==> config.mk <==
export PLATFORM = sky130hd
export DESIGN_NAME = link_pacing_fairness_ctrl
export DESIGN_NICKNAME = d
export VERILOG_FILES = /design/src/link_pacing_fairness_ctrl.v
export VERILOG_INCLUDE_DIRS = /design/src
export SDC_FILE = /design/constraint.sdc
export NUM_CORES = 1
export LEC_CHECK = 0
export ABC_AREA = 1
export BUFFER_PORTS_ARGS = -buffer_cell sky130_fd_sc_hd__buf_2
export CORE_UTILIZATION = 65
export CTS_BUF_LIST = sky130_fd_sc_hd__clkbuf_16
export CTS_CLUSTER_SIZE = 30
export DETAILED_ROUTE_END_ITERATION = 12
export MAX_ROUTING_LAYER = met4
export PLACE_DENSITY = 0.86
export SLEW_MARGIN = 20
export SYNTH_ARGS = -nofsm -noshare
export SYNTH_HDL_FRONTEND = slang
export SYNTH_SLANG_ARGS = --single-unit
export TNS_END_PERCENT = 50
==> constraint.sdc <==
create_clock -name mclk -period 17.3 [get_ports mclk]
set_input_delay 4.325 -clock mclk [delete_from_list [all_inputs] [get_ports mclk]]
set_output_delay 4.325 -clock mclk [all_outputs]
set_load 0.005 [all_outputs]
==> src/link_pacing_consts.vh <==
// constants for the link pacing and fairness controller
`ifndef LINK_PACING_CONSTS_VH
`define LINK_PACING_CONSTS_VH

// ********************************************************************
// register byte offsets
// ********************************************************************
`define REG_CTRL_ADDR 8'h00
`define REG_QUOTA_ADDR 8'h04
`define REG_BUFCFG_ADDR 8'h08
`define REG_PACE_STAT_ADDR 8'h0C
`define REG_FRAME_CNT_ADDR 8'h10
`define REG_FAIR_STAT_ADDR 8'h14

// ********************************************************************
// control register fields
// ********************************************************************
`define CTRL_EXT_EN_BIT 0
`define CTRL_BOUNCE_BIT 1
`define CTRL_EXT_CAP_BIT 2

// ********************************************************************
// port link states
// ********************************************************************
`define PST_OTHER 2'h0
`define PST_ENABLED 2'h1
`define PST_CHECK 2'h2
`define PST_READY 2'h3

// ********************************************************************
// counter values and widths
// ********************************************************************
`define OUT_FULL 8'hFF
`define OUT_ZERO 8'h00
`define OUT_ONE 8'h01
`define CRED_ONE 9'h001
`define CRED_ZERO 9'h000
`define FCNT_ZERO 16'h0000
`define FCNT_MAX 16'hFFFF
`define XFER_ZERO 8'h00
`define XFER_MAX 8'hFF
`define WORD_ZERO 32'h00000000

`endif

==> src/link_pacing_fairness_ctrl.v <==
// per-port receiver-ready pacing and fairness token controller
//
// Implementation choices: the Wishbone slave port and the placing of the registers.
`timescale 1ns/100ps
`default_nettype none
`include "link_pacing_consts.vh"

module link_pacing_fairness_ctrl (
    // clock and reset
    input wire mclk,
    input wire resetn,
    // wishbone slave
    input wire wb_cyc_i,
    input wire wb_stb_i,
    input wire wb_we_i,
    input wire [7:0] wb_adr_i,
    input wire [3:0] wb_sel_i,
    input wire [31:0] wb_dat_i,
    output reg [31:0] wb_dat_o,
    output reg wb_ack_o,
    // port state and receive character stream
    input wire [1:0] port_state,
    input wire rx_char_valid,
    input wire rx_char_is_rr,
    input wire rx_ctrl_field_paced,
    // receive buffer status
    input wire rx_buf_free,
    input wire rx_buf_added,
    input wire rx_buf_removed,
    // transmit character stream
    input wire tx_char_sent,
    input wire tx_char_is_rr,
    input wire tx_ctrl_field_paced,
    input wire tx_rr_pair_done,
    // pacing outputs
    output reg tx_frame_permit,
    output reg tx_control_permit,
    output reg rr_send_req,
    // transfer bookkeeping
    input wire xfer_open,
    input wire xfer_close,
    // fairness, index 0 clockwise, 1 counter-clockwise
    input wire [1:0] token_rx,
    input wire [1:0] return_token_rx,
    input wire [1:0] app_frame_done,
    input wire [1:0] frames_waiting,
    input wire [1:0] cut_through_pending,
    output reg [1:0] token_fwd,
    output reg [1:0] token_refl,
    output reg [1:0] return_fwd,
    output reg [1:0] return_refl,
    output reg [1:0] originate_permit
);

    // ****************************************************************
    // byte-lane merge for register writes
    // ****************************************************************
    function [31:0] lane_merge;
        input [31:0] old_val;
        input [31:0] new_val;
        input [3:0] sel;
        integer i;
        begin
            lane_merge = old_val;
            for (i = 0; i < 4; i = i + 1) begin
                if (sel[i]) begin
                    lane_merge[i*8 +: 8] = new_val[i*8 +: 8];
                end
            end
        end
    endfunction

    // ****************************************************************
    // software registers
    // ****************************************************************
    reg [31:0] ctrl_reg; // ext enable, bounce, ext capable
    reg [31:0] quota_reg; // a quota low byte, b quota next
    reg [31:0] bufcfg_reg; // total rx buffers, extra buffers
    wire ext_en = ctrl_reg[`CTRL_EXT_EN_BIT];
    wire bounce_mode = ctrl_reg[`CTRL_BOUNCE_BIT];
    wire ext_cap = ctrl_reg[`CTRL_EXT_CAP_BIT];
    wire [7:0] a_quota = quota_reg[7:0];
    wire [7:0] b_quota = quota_reg[15:8];
    wire [7:0] rx_buf_total = bufcfg_reg[7:0];
    wire [7:0] rx_buf_extra = bufcfg_reg[15:8];

    // ****************************************************************
    // state
    // ****************************************************************
    reg [7:0] outstanding_pacing_count_reg; // frames sent awaiting pair
    reg [8:0] pacing_credit_count_reg; // signed credit, bit 8 sign
    reg [1:0] port_state_prev_reg; // for enabled entry detect
    reg ext_en_prev_reg; // for option toggle detect
    reg rr_half_reg; // first ready char of a pair seen
    reg last_tx_rr_reg; // last transmitted char was ready
    reg [7:0] xfer_count_reg; // open outbound transfers
    reg [15:0] frame_cnt_reg [0:1]; // originated frames per direction
    reg [1:0] holding_reg; // primary token held per direction

    // ****************************************************************
    // derived combinational terms
    // ****************************************************************
    wire in_ready = (port_state == `PST_READY);
    wire enter_enabled = (port_state == `PST_ENABLED) &&
        (port_state_prev_reg != `PST_ENABLED);
    wire rx_rr_pair = rx_char_valid && rx_char_is_rr && rr_half_reg;
    wire credit_pos = !pacing_credit_count_reg[8] &&
        (pacing_credit_count_reg != `CRED_ZERO);
    wire [15:0] hold_limit = a_quota * xfer_count_reg;
    wire [15:0] idle_limit = b_quota * xfer_count_reg;
    wire opt_on = ext_cap && ext_en && !ext_en_prev_reg;
    wire opt_off = ext_cap && !ext_en && ext_en_prev_reg;

    // ****************************************************************
    // wishbone slave: one wait state, write lands on the ack edge
    // ****************************************************************
    wire wb_req = wb_cyc_i && wb_stb_i;
    wire wb_wr = wb_req && wb_we_i && wb_ack_o;

    // ack and read data
    always @(posedge mclk or negedge resetn) begin
        if (!resetn) begin
            wb_ack_o <= 1'b0;
            wb_dat_o <= `WORD_ZERO;
        end else begin
            // ack drops the cycle after it was given
            wb_ack_o <= wb_req && !wb_ack_o;
            if (wb_req && !wb_ack_o) begin
                if (wb_adr_i == `REG_CTRL_ADDR) begin
                    wb_dat_o <= ctrl_reg;
                end else if (wb_adr_i == `REG_QUOTA_ADDR) begin
                    wb_dat_o <= quota_reg;
                end else if (wb_adr_i == `REG_BUFCFG_ADDR) begin
                    wb_dat_o <= bufcfg_reg;
                end else if (wb_adr_i == `REG_PACE_STAT_ADDR) begin
                    wb_dat_o <= {7'h00, last_tx_rr_reg, rr_half_reg,
                        6'h00, pacing_credit_count_reg,
                        outstanding_pacing_count_reg[7:0]};
                end else if (wb_adr_i == `REG_FRAME_CNT_ADDR) begin
                    wb_dat_o <= {frame_cnt_reg[1], frame_cnt_reg[0]};
                end else if (wb_adr_i == `REG_FAIR_STAT_ADDR) begin
                    wb_dat_o <= {20'h00000, holding_reg, 2'h0, xfer_count_reg};
                end else begin
                    // unmapped reads as zero, still acked
                    wb_dat_o <= `WORD_ZERO;
                end
            end
        end
    end

    // writable registers
    always @(posedge mclk or negedge resetn) begin
        if (!resetn) begin
            ctrl_reg <= `WORD_ZERO;
            quota_reg <= `WORD_ZERO;
            bufcfg_reg <= `WORD_ZERO;
        end else if (wb_wr) begin
            if (wb_adr_i == `REG_CTRL_ADDR) begin
                ctrl_reg <= lane_merge(ctrl_reg, wb_dat_i, wb_sel_i) & 32'h00000007;
            end else if (wb_adr_i == `REG_QUOTA_ADDR) begin
                quota_reg <= lane_merge(quota_reg, wb_dat_i, wb_sel_i) & 32'h0000FFFF;
            end else if (wb_adr_i == `REG_BUFCFG_ADDR) begin
                bufcfg_reg <= lane_merge(bufcfg_reg, wb_dat_i, wb_sel_i) & 32'h0000FFFF;
            end
        end
    end

    // ****************************************************************
    // character tracking
    // ****************************************************************
    // history of both streams
    always @(posedge mclk or negedge resetn) begin
        if (!resetn) begin
            port_state_prev_reg <= `PST_OTHER;
            ext_en_prev_reg <= 1'b0;
            rr_half_reg <= 1'b0;
            last_tx_rr_reg <= 1'b0;
        end else begin
            port_state_prev_reg <= port_state;
            ext_en_prev_reg <= ext_en;
            if (rx_char_valid) begin
                rr_half_reg <= rx_char_is_rr && !rr_half_reg;
            end
            if (tx_char_sent) begin
                last_tx_rr_reg <= tx_char_is_rr;
            end
        end
    end

    // ****************************************************************
    // outstanding pacing counter
    // ****************************************************************
    always @(posedge mclk or negedge resetn) begin
        if (!resetn) begin
            outstanding_pacing_count_reg <= `OUT_ZERO;
        end else if (enter_enabled) begin
            outstanding_pacing_count_reg <= ext_cap ? `OUT_FULL : `OUT_ONE;
        end else if (!ext_cap) begin
            // set on send, clear on pair
            if (tx_ctrl_field_paced) begin
                outstanding_pacing_count_reg <= `OUT_ONE;
            end else if (rx_rr_pair) begin
                outstanding_pacing_count_reg <= `OUT_ZERO;
            end
        end else begin
            // up on send, down on pair
            if (tx_ctrl_field_paced && !rx_rr_pair) begin
                outstanding_pacing_count_reg <= outstanding_pacing_count_reg + `OUT_ONE;
            end else if (rx_rr_pair && !tx_ctrl_field_paced) begin
                outstanding_pacing_count_reg <= outstanding_pacing_count_reg - `OUT_ONE;
            end
        end
    end
    // received pairs stop here, never relayed

    // ****************************************************************
    // pacing credit counter
    // ****************************************************************
    reg [8:0] credit_next;
    reg [8:0] credit_up;
    reg [8:0] credit_down;
    always @* begin
        credit_up = `CRED_ZERO;
        credit_down = `CRED_ZERO;
        if (ext_cap && ext_en) begin
            credit_up = rx_buf_added ? `CRED_ONE : `CRED_ZERO;
            credit_down = (tx_rr_pair_done ? `CRED_ONE : `CRED_ZERO) +
                (rx_buf_removed ? `CRED_ONE : `CRED_ZERO);
        end else begin
            credit_up = rx_ctrl_field_paced ? `CRED_ONE : `CRED_ZERO;
            credit_down = tx_rr_pair_done ? `CRED_ONE : `CRED_ZERO;
        end
        if (opt_on) begin
            credit_up = credit_up + {1'b0, rx_buf_extra};
        end
        // extras leave service, may go negative
        if (opt_off) begin
            credit_down = credit_down + {1'b0, rx_buf_extra};
        end
        credit_next = pacing_credit_count_reg + credit_up - credit_down;
    end

    always @(posedge mclk or negedge resetn) begin
        if (!resetn) begin
            pacing_credit_count_reg <= `CRED_ZERO;
        end else if (enter_enabled) begin
            if (ext_cap && ext_en) begin
                pacing_credit_count_reg <= {1'b0, rx_buf_total};
            end else begin
                pacing_credit_count_reg <= `CRED_ONE;
            end
        end else if (!ext_cap) begin
            if (rx_ctrl_field_paced) begin
                pacing_credit_count_reg <= `CRED_ONE;
            end else if (tx_rr_pair_done) begin
                pacing_credit_count_reg <= `CRED_ZERO;
            end
        end else begin
            pacing_credit_count_reg <= credit_next;
        end
    end

    // ****************************************************************
    // transmit permissions and ready pair request
    // ****************************************************************
    always @(posedge mclk or negedge resetn) begin
        if (!resetn) begin
            tx_frame_permit <= 1'b0;
            tx_control_permit <= 1'b0;
            rr_send_req <= 1'b0;
        end else begin
            tx_frame_permit <= in_ready && (ext_cap ?
                (outstanding_pacing_count_reg != `OUT_FULL) :
                (outstanding_pacing_count_reg == `OUT_ZERO));
            tx_control_permit <= (port_state == `PST_ENABLED) ||
                (port_state == `PST_CHECK) || in_ready;
            // credit, buffer, no ready char last
            rr_send_req <= in_ready && credit_pos && rx_buf_free &&
                !last_tx_rr_reg && !tx_rr_pair_done &&
                !(tx_char_sent && tx_char_is_rr);
        end
    end

    // ****************************************************************
    // outstanding transfer count
    // ****************************************************************
    // open transfer tracking
    always @(posedge mclk or negedge resetn) begin
        if (!resetn) begin
            xfer_count_reg <= `XFER_ZERO;
        end else if (xfer_open && !xfer_close && xfer_count_reg != `XFER_MAX) begin
            xfer_count_reg <= xfer_count_reg + 8'h01;
        end else if (xfer_close && !xfer_open && xfer_count_reg != `XFER_ZERO) begin
            xfer_count_reg <= xfer_count_reg - 8'h01;
        end
    end

    // ****************************************************************
    // fairness engine, one copy per direction
    // ****************************************************************
    // separate direction state
    genvar d;
    generate
        for (d = 0; d < 2; d = d + 1) begin : dir_g
            wire quota_met = (frame_cnt_reg[d] >= hold_limit) ||
                (holding_reg[d] && !frames_waiting[d]);
            // token leaves this cycle, either just arrived or held
            wire pass_now = quota_met && (holding_reg[d] || token_rx[d]);

            // token holding and originated frame count
            always @(posedge mclk or negedge resetn) begin
                if (!resetn) begin
                    holding_reg[d] <= 1'b0;
                    frame_cnt_reg[d] <= `FCNT_ZERO;
                end else if (pass_now) begin
                    holding_reg[d] <= 1'b0;
                    frame_cnt_reg[d] <= `FCNT_ZERO;
                end else begin
                    // second token while holding is dropped
                    if (token_rx[d]) begin
                        holding_reg[d] <= 1'b1;
                    end
                    if (app_frame_done[d] && frame_cnt_reg[d] != `FCNT_MAX) begin
                        frame_cnt_reg[d] <= frame_cnt_reg[d] + 16'h0001;
                    end
                end
            end

            // token emission and origination permit
            always @(posedge mclk or negedge resetn) begin
                if (!resetn) begin
                    token_fwd[d] <= 1'b0;
                    token_refl[d] <= 1'b0;
                    return_fwd[d] <= 1'b0;
                    return_refl[d] <= 1'b0;
                    originate_permit[d] <= 1'b0;
                end else begin
                    token_fwd[d] <= pass_now && !bounce_mode;
                    token_refl[d] <= pass_now && bounce_mode;
                    return_fwd[d] <= return_token_rx[d] && !bounce_mode;
                    return_refl[d] <= return_token_rx[d] && bounce_mode;
                    // holding and unmet, or idle link under idle limit
                    originate_permit[d] <= (holding_reg[d] && !quota_met) ||
                        (!cut_through_pending[d] && (idle_limit > frame_cnt_reg[d]));
                end
            end
        end
    endgenerate

endmodule // link_pacing_fairness_ctrl
`default_nettype wire

==> results.py <==
metrics = {
    "die": {
        "start_util_pct": 66.6,
        "ios": 119,
        "die_h_um": 149,
        "die-area_um2": 22300,
        "row_count": 53,
        "die_w_um": 149,
        "core_area_um2": 21200,
    },
    "yosys": {
        "synth.cell_area_um2": 14100,
        "synth-edff-count": 0,
        "synth_largest_area_cell": "dfrtp_1",
        "post-synth-top-area-fraction_pct": 25.8,
        "synth_cells": 1866,
        "synth-seq-cells": 145,
        "synth_seq_area_share_pct": 25.8,
        "ys_top_cells_by_area": "dfrtp_1 26%, ha_1 14%, fa_1 12%, nand2_1 11%, inv_1 11%",
        "synth_common_cells": "423 x nand2_1, 406 x inv_1, 161 x ha_1",
        "yosys_warnings": 0,
        "synth_fp_nets": 2183,
        "ys_types": 50,
        "synth.avg_cell_area_um2": 7.55,
        "yosys.cell_count.top_type": "nand2_1",
        "yosys_most_used_dff": "dfrtp_1",
        "async_flop_share_pct": 100,
    },
    "placed_design": {
        "place_congestion": 0.997,
        "placed_cells": 2191,
        "dp_hpwl_um": 29000,
        "portBuffers": 100,
        "place_area_um2": 14700,
    },
    "timing": {
        "hold_viol": 0,
        "slew_headroom_pct": 34.5,
        "holdWs_ns": 0.478,
        "finalCritPeriodShare_pct": 44.7,
        "max_freq_mhz": 129,
        "fin_skew_ns": 0.0125,
        "setup_tns_ns": 0,
        "slew_viol_final": 0,
        "setup_viol": 0,
        "rsz0062_at_grt": "false",
        "period_minus_slack_ns": 7.74,
        "tightest_slew_ns": 0.983,
    },
    "cts": {
        "path_clk_slew_ns": 0.07,
        "clock_path_buffers": 2,
        "clock_latency_ns": 0.43,
        "postCtsSetupRepairBufs": 0,
        "cts.sinks": 145,
        "numCtsBuffers": 17,
        "tritoncts": "done",
        "post_cts_resize_count": 0,
        "cts_hold_buf": 0,
        "htree_levels": 4,
        "clockRootBuffer": "clkbuf_16",
    },
    "critical_path": {
        "end_kind": "flop",
        "critical_path_arrival_ns": 8.04,
        "worstSetupStartpointType": "input port",
        "worstPathCellList": "buf_2, ha_1, nand2_1, o21ai_0, ha_1, fa_1, a21oi_1, fa_1, fa_1, nand3_1, nand3_1, a21o_1, a21oi_1, nor2_1, o21ai_0, nand2_1, xnor2_1, o21ai_0",
        "cp.required_ns": 17.60,
        "cp_max_fo": 3,
        "critPathBufInv": 1,
        "slowest_delay_ns": 0.50,
        "cp_slowest_cell": "fa_1",
        "timing.setup.critical_path_class": "in -> reg",
        "crit_family": "adder cells",
    },
    "route": {
        "drt-pass1-iter-count": 7,
        "antenna_left": 0,
        "drt-total-wl_um": 37300,
        "via_per_inst": 5.80,
        "drc": 0,
        "wl_per_cell_um": 16.8,
        "route.vias.total": 12884,
        "dr.first_iter.drc_count": 977,
    },
    "final_layout": {
        "stdcell_area_um2": 15300,
        "nets": 2252,
        "final_cells": 2223,
        "drive_gt1_share_pct": 10.3,
        "diodes": 0,
        "fillCellCount": 1627,
        "area_growth_pct": 8.75,
        "final_util_pct": 72.4,
    },
    "grt": {
        "grt_use_total_pct": 36.3,
        "antenna_found_initial": 0,
        "grt_overflow_total": 0,
        "grt_pass1_vias": 12702,
        "grt_max_degree": 77,
        "grt_pass1_wl_um": 61200,
    },
    "pwr": {
        "ir_worst_vdd_mv": 0.0636,
        "p_per_area_nw_per_um2": 70.2,
        "p_leak_nw": 8.73,
    },
    "min_path": {
        "hold_class": "reg -> reg",
    },
    "status": {
        "run_status": "complete, no violations",
    },
    "flow_run": {
        "max_cap_violations": 0,
    },
}
==> where the power goes <==
| group | leakage [nW] | internal [mW] | switching, mW |
|---|---|---|---|
| sequential | 1.97 | 0.361 | 0.0835 |
| clock | 0.286 | 0.205 | 0.169 |
| combinational | 6.47 | 0.0857 | 0.172 |
==> cells in the final DEF, fill, tap and decap left out, types with 3 or more instances in the layout <==
cell,Yosys,routed
fa_1,83,83
a22oi_1,3,3
xor2_1,47,47
nor3_1,25,25
nand4_1,19,19
o22ai_1,16,16
nand2_4,3,3
a31oi_1,7,7
inv_8,0,4
nor2_2,7,7
nor4_1,6,6
ha_1,161,161
o21bai_1,6,6
nor2_1,92,92
a211oi_1,5,5
inv_6,0,5
a21oi_1,88,88
o21ai_0,104,104
clkbuf_16,0,17
nand3_2,3,3
o21ai_1,20,20
nand3b_1,3,3
dfrtp_1,145,145
a21oi_2,20,20
inv_1,406,406
nand2_2,11,11
xnor2_1,10,10
a21o_1,5,5
a221oi_1,6,6
nor3_2,7,7
inv_2,8,8
nand2_1,423,423
nand3_1,47,47
buf_2,9,99
o211ai_1,8,8
buf_4,1,3
==> final timing paths <==
kind | cells past startpoint | start | slack [ns] | end
max | 18 | tx_rr_pair_done | 9.56 | pacing_credit_count_reg[8]
min | 2 | wb_dat_o[6] | 0.48 | wb_dat_o[6]
max reg2reg | 27 | xfer_count_reg[5] | 10.89 | originate_permit[1]
min reg2reg | 2 | wb_dat_o[6] | 0.48 | wb_dat_o[6]
max in group asynchronous | 2 | resetn | 11.97 | frame_cnt_reg[27]
min in group asynchronous | 1 | resetn | 3.90 | tx_control_permit
==> area by class of cell <==
| type | count | area [um2] | area share [%] |
|---|---|---|---|
| clock buffers | 17 | 425 | 2.78 |
| clock inverters | 15 | 164 | 1.07 |
| inverters | 417 | 1570 | 10.2 |
| multi-input cells | 1251 | 8660 | 56.5 |
| flip-flops and latches | 145 | 3630 | 23.7 |
| well taps | 275 | 344 | 2.25 |
| repair buffers | 103 | 529 | 3.45 |
==> per-stage QoR <==
stage,total power [mW],setup WS [ns]
2_1_floorplan,0.609,9.70
6_report,1.08,9.56
3_3_place_gp,0.681,9.32
3_5_place_dp,0.694,9.14
4_1_cts,1.07,9.57
5_1_grt,1.12,9.35
==> routing by layer <==
layer  track usage (%)  vias up  part of all wire, %
met5                 -        -                    0
met4              21.2        0                  6.2
met3              5.84      165                  8.2
met2              58.9      632                   48
met1              42.8     6094                   38
li1                  -     5993                    -
==> cell families after synthesis <==
| kind of cell | after synthesis | synth area share (%) |
|---|---|---|
| adders and majority gates | 244 | 26.1 |
| buffers and inverters | 470 | 12.8 |
| xor gates and xnor gates | 57 | 3.54 |
| DFF | 145 | 25.8 |
| and+or+nand+nor | 654 | 19.7 |
| AOI/OAI and AO/OA | 296 | 12.1 |
==> worst reg2reg max path: cells and delay by family (launching register included) <==
family	cells	cell delay [ns]
xor gates and xnor gates	1	0.40
AOI/OAI and AO/OA	4	0.51
buffers and inverters	5	0.33
adders and majority gates	6	2.73
DFF	1	0.93
and+or+nand+nor	11	1.41
No activity file was read; power rests on OpenSTA's default activity.
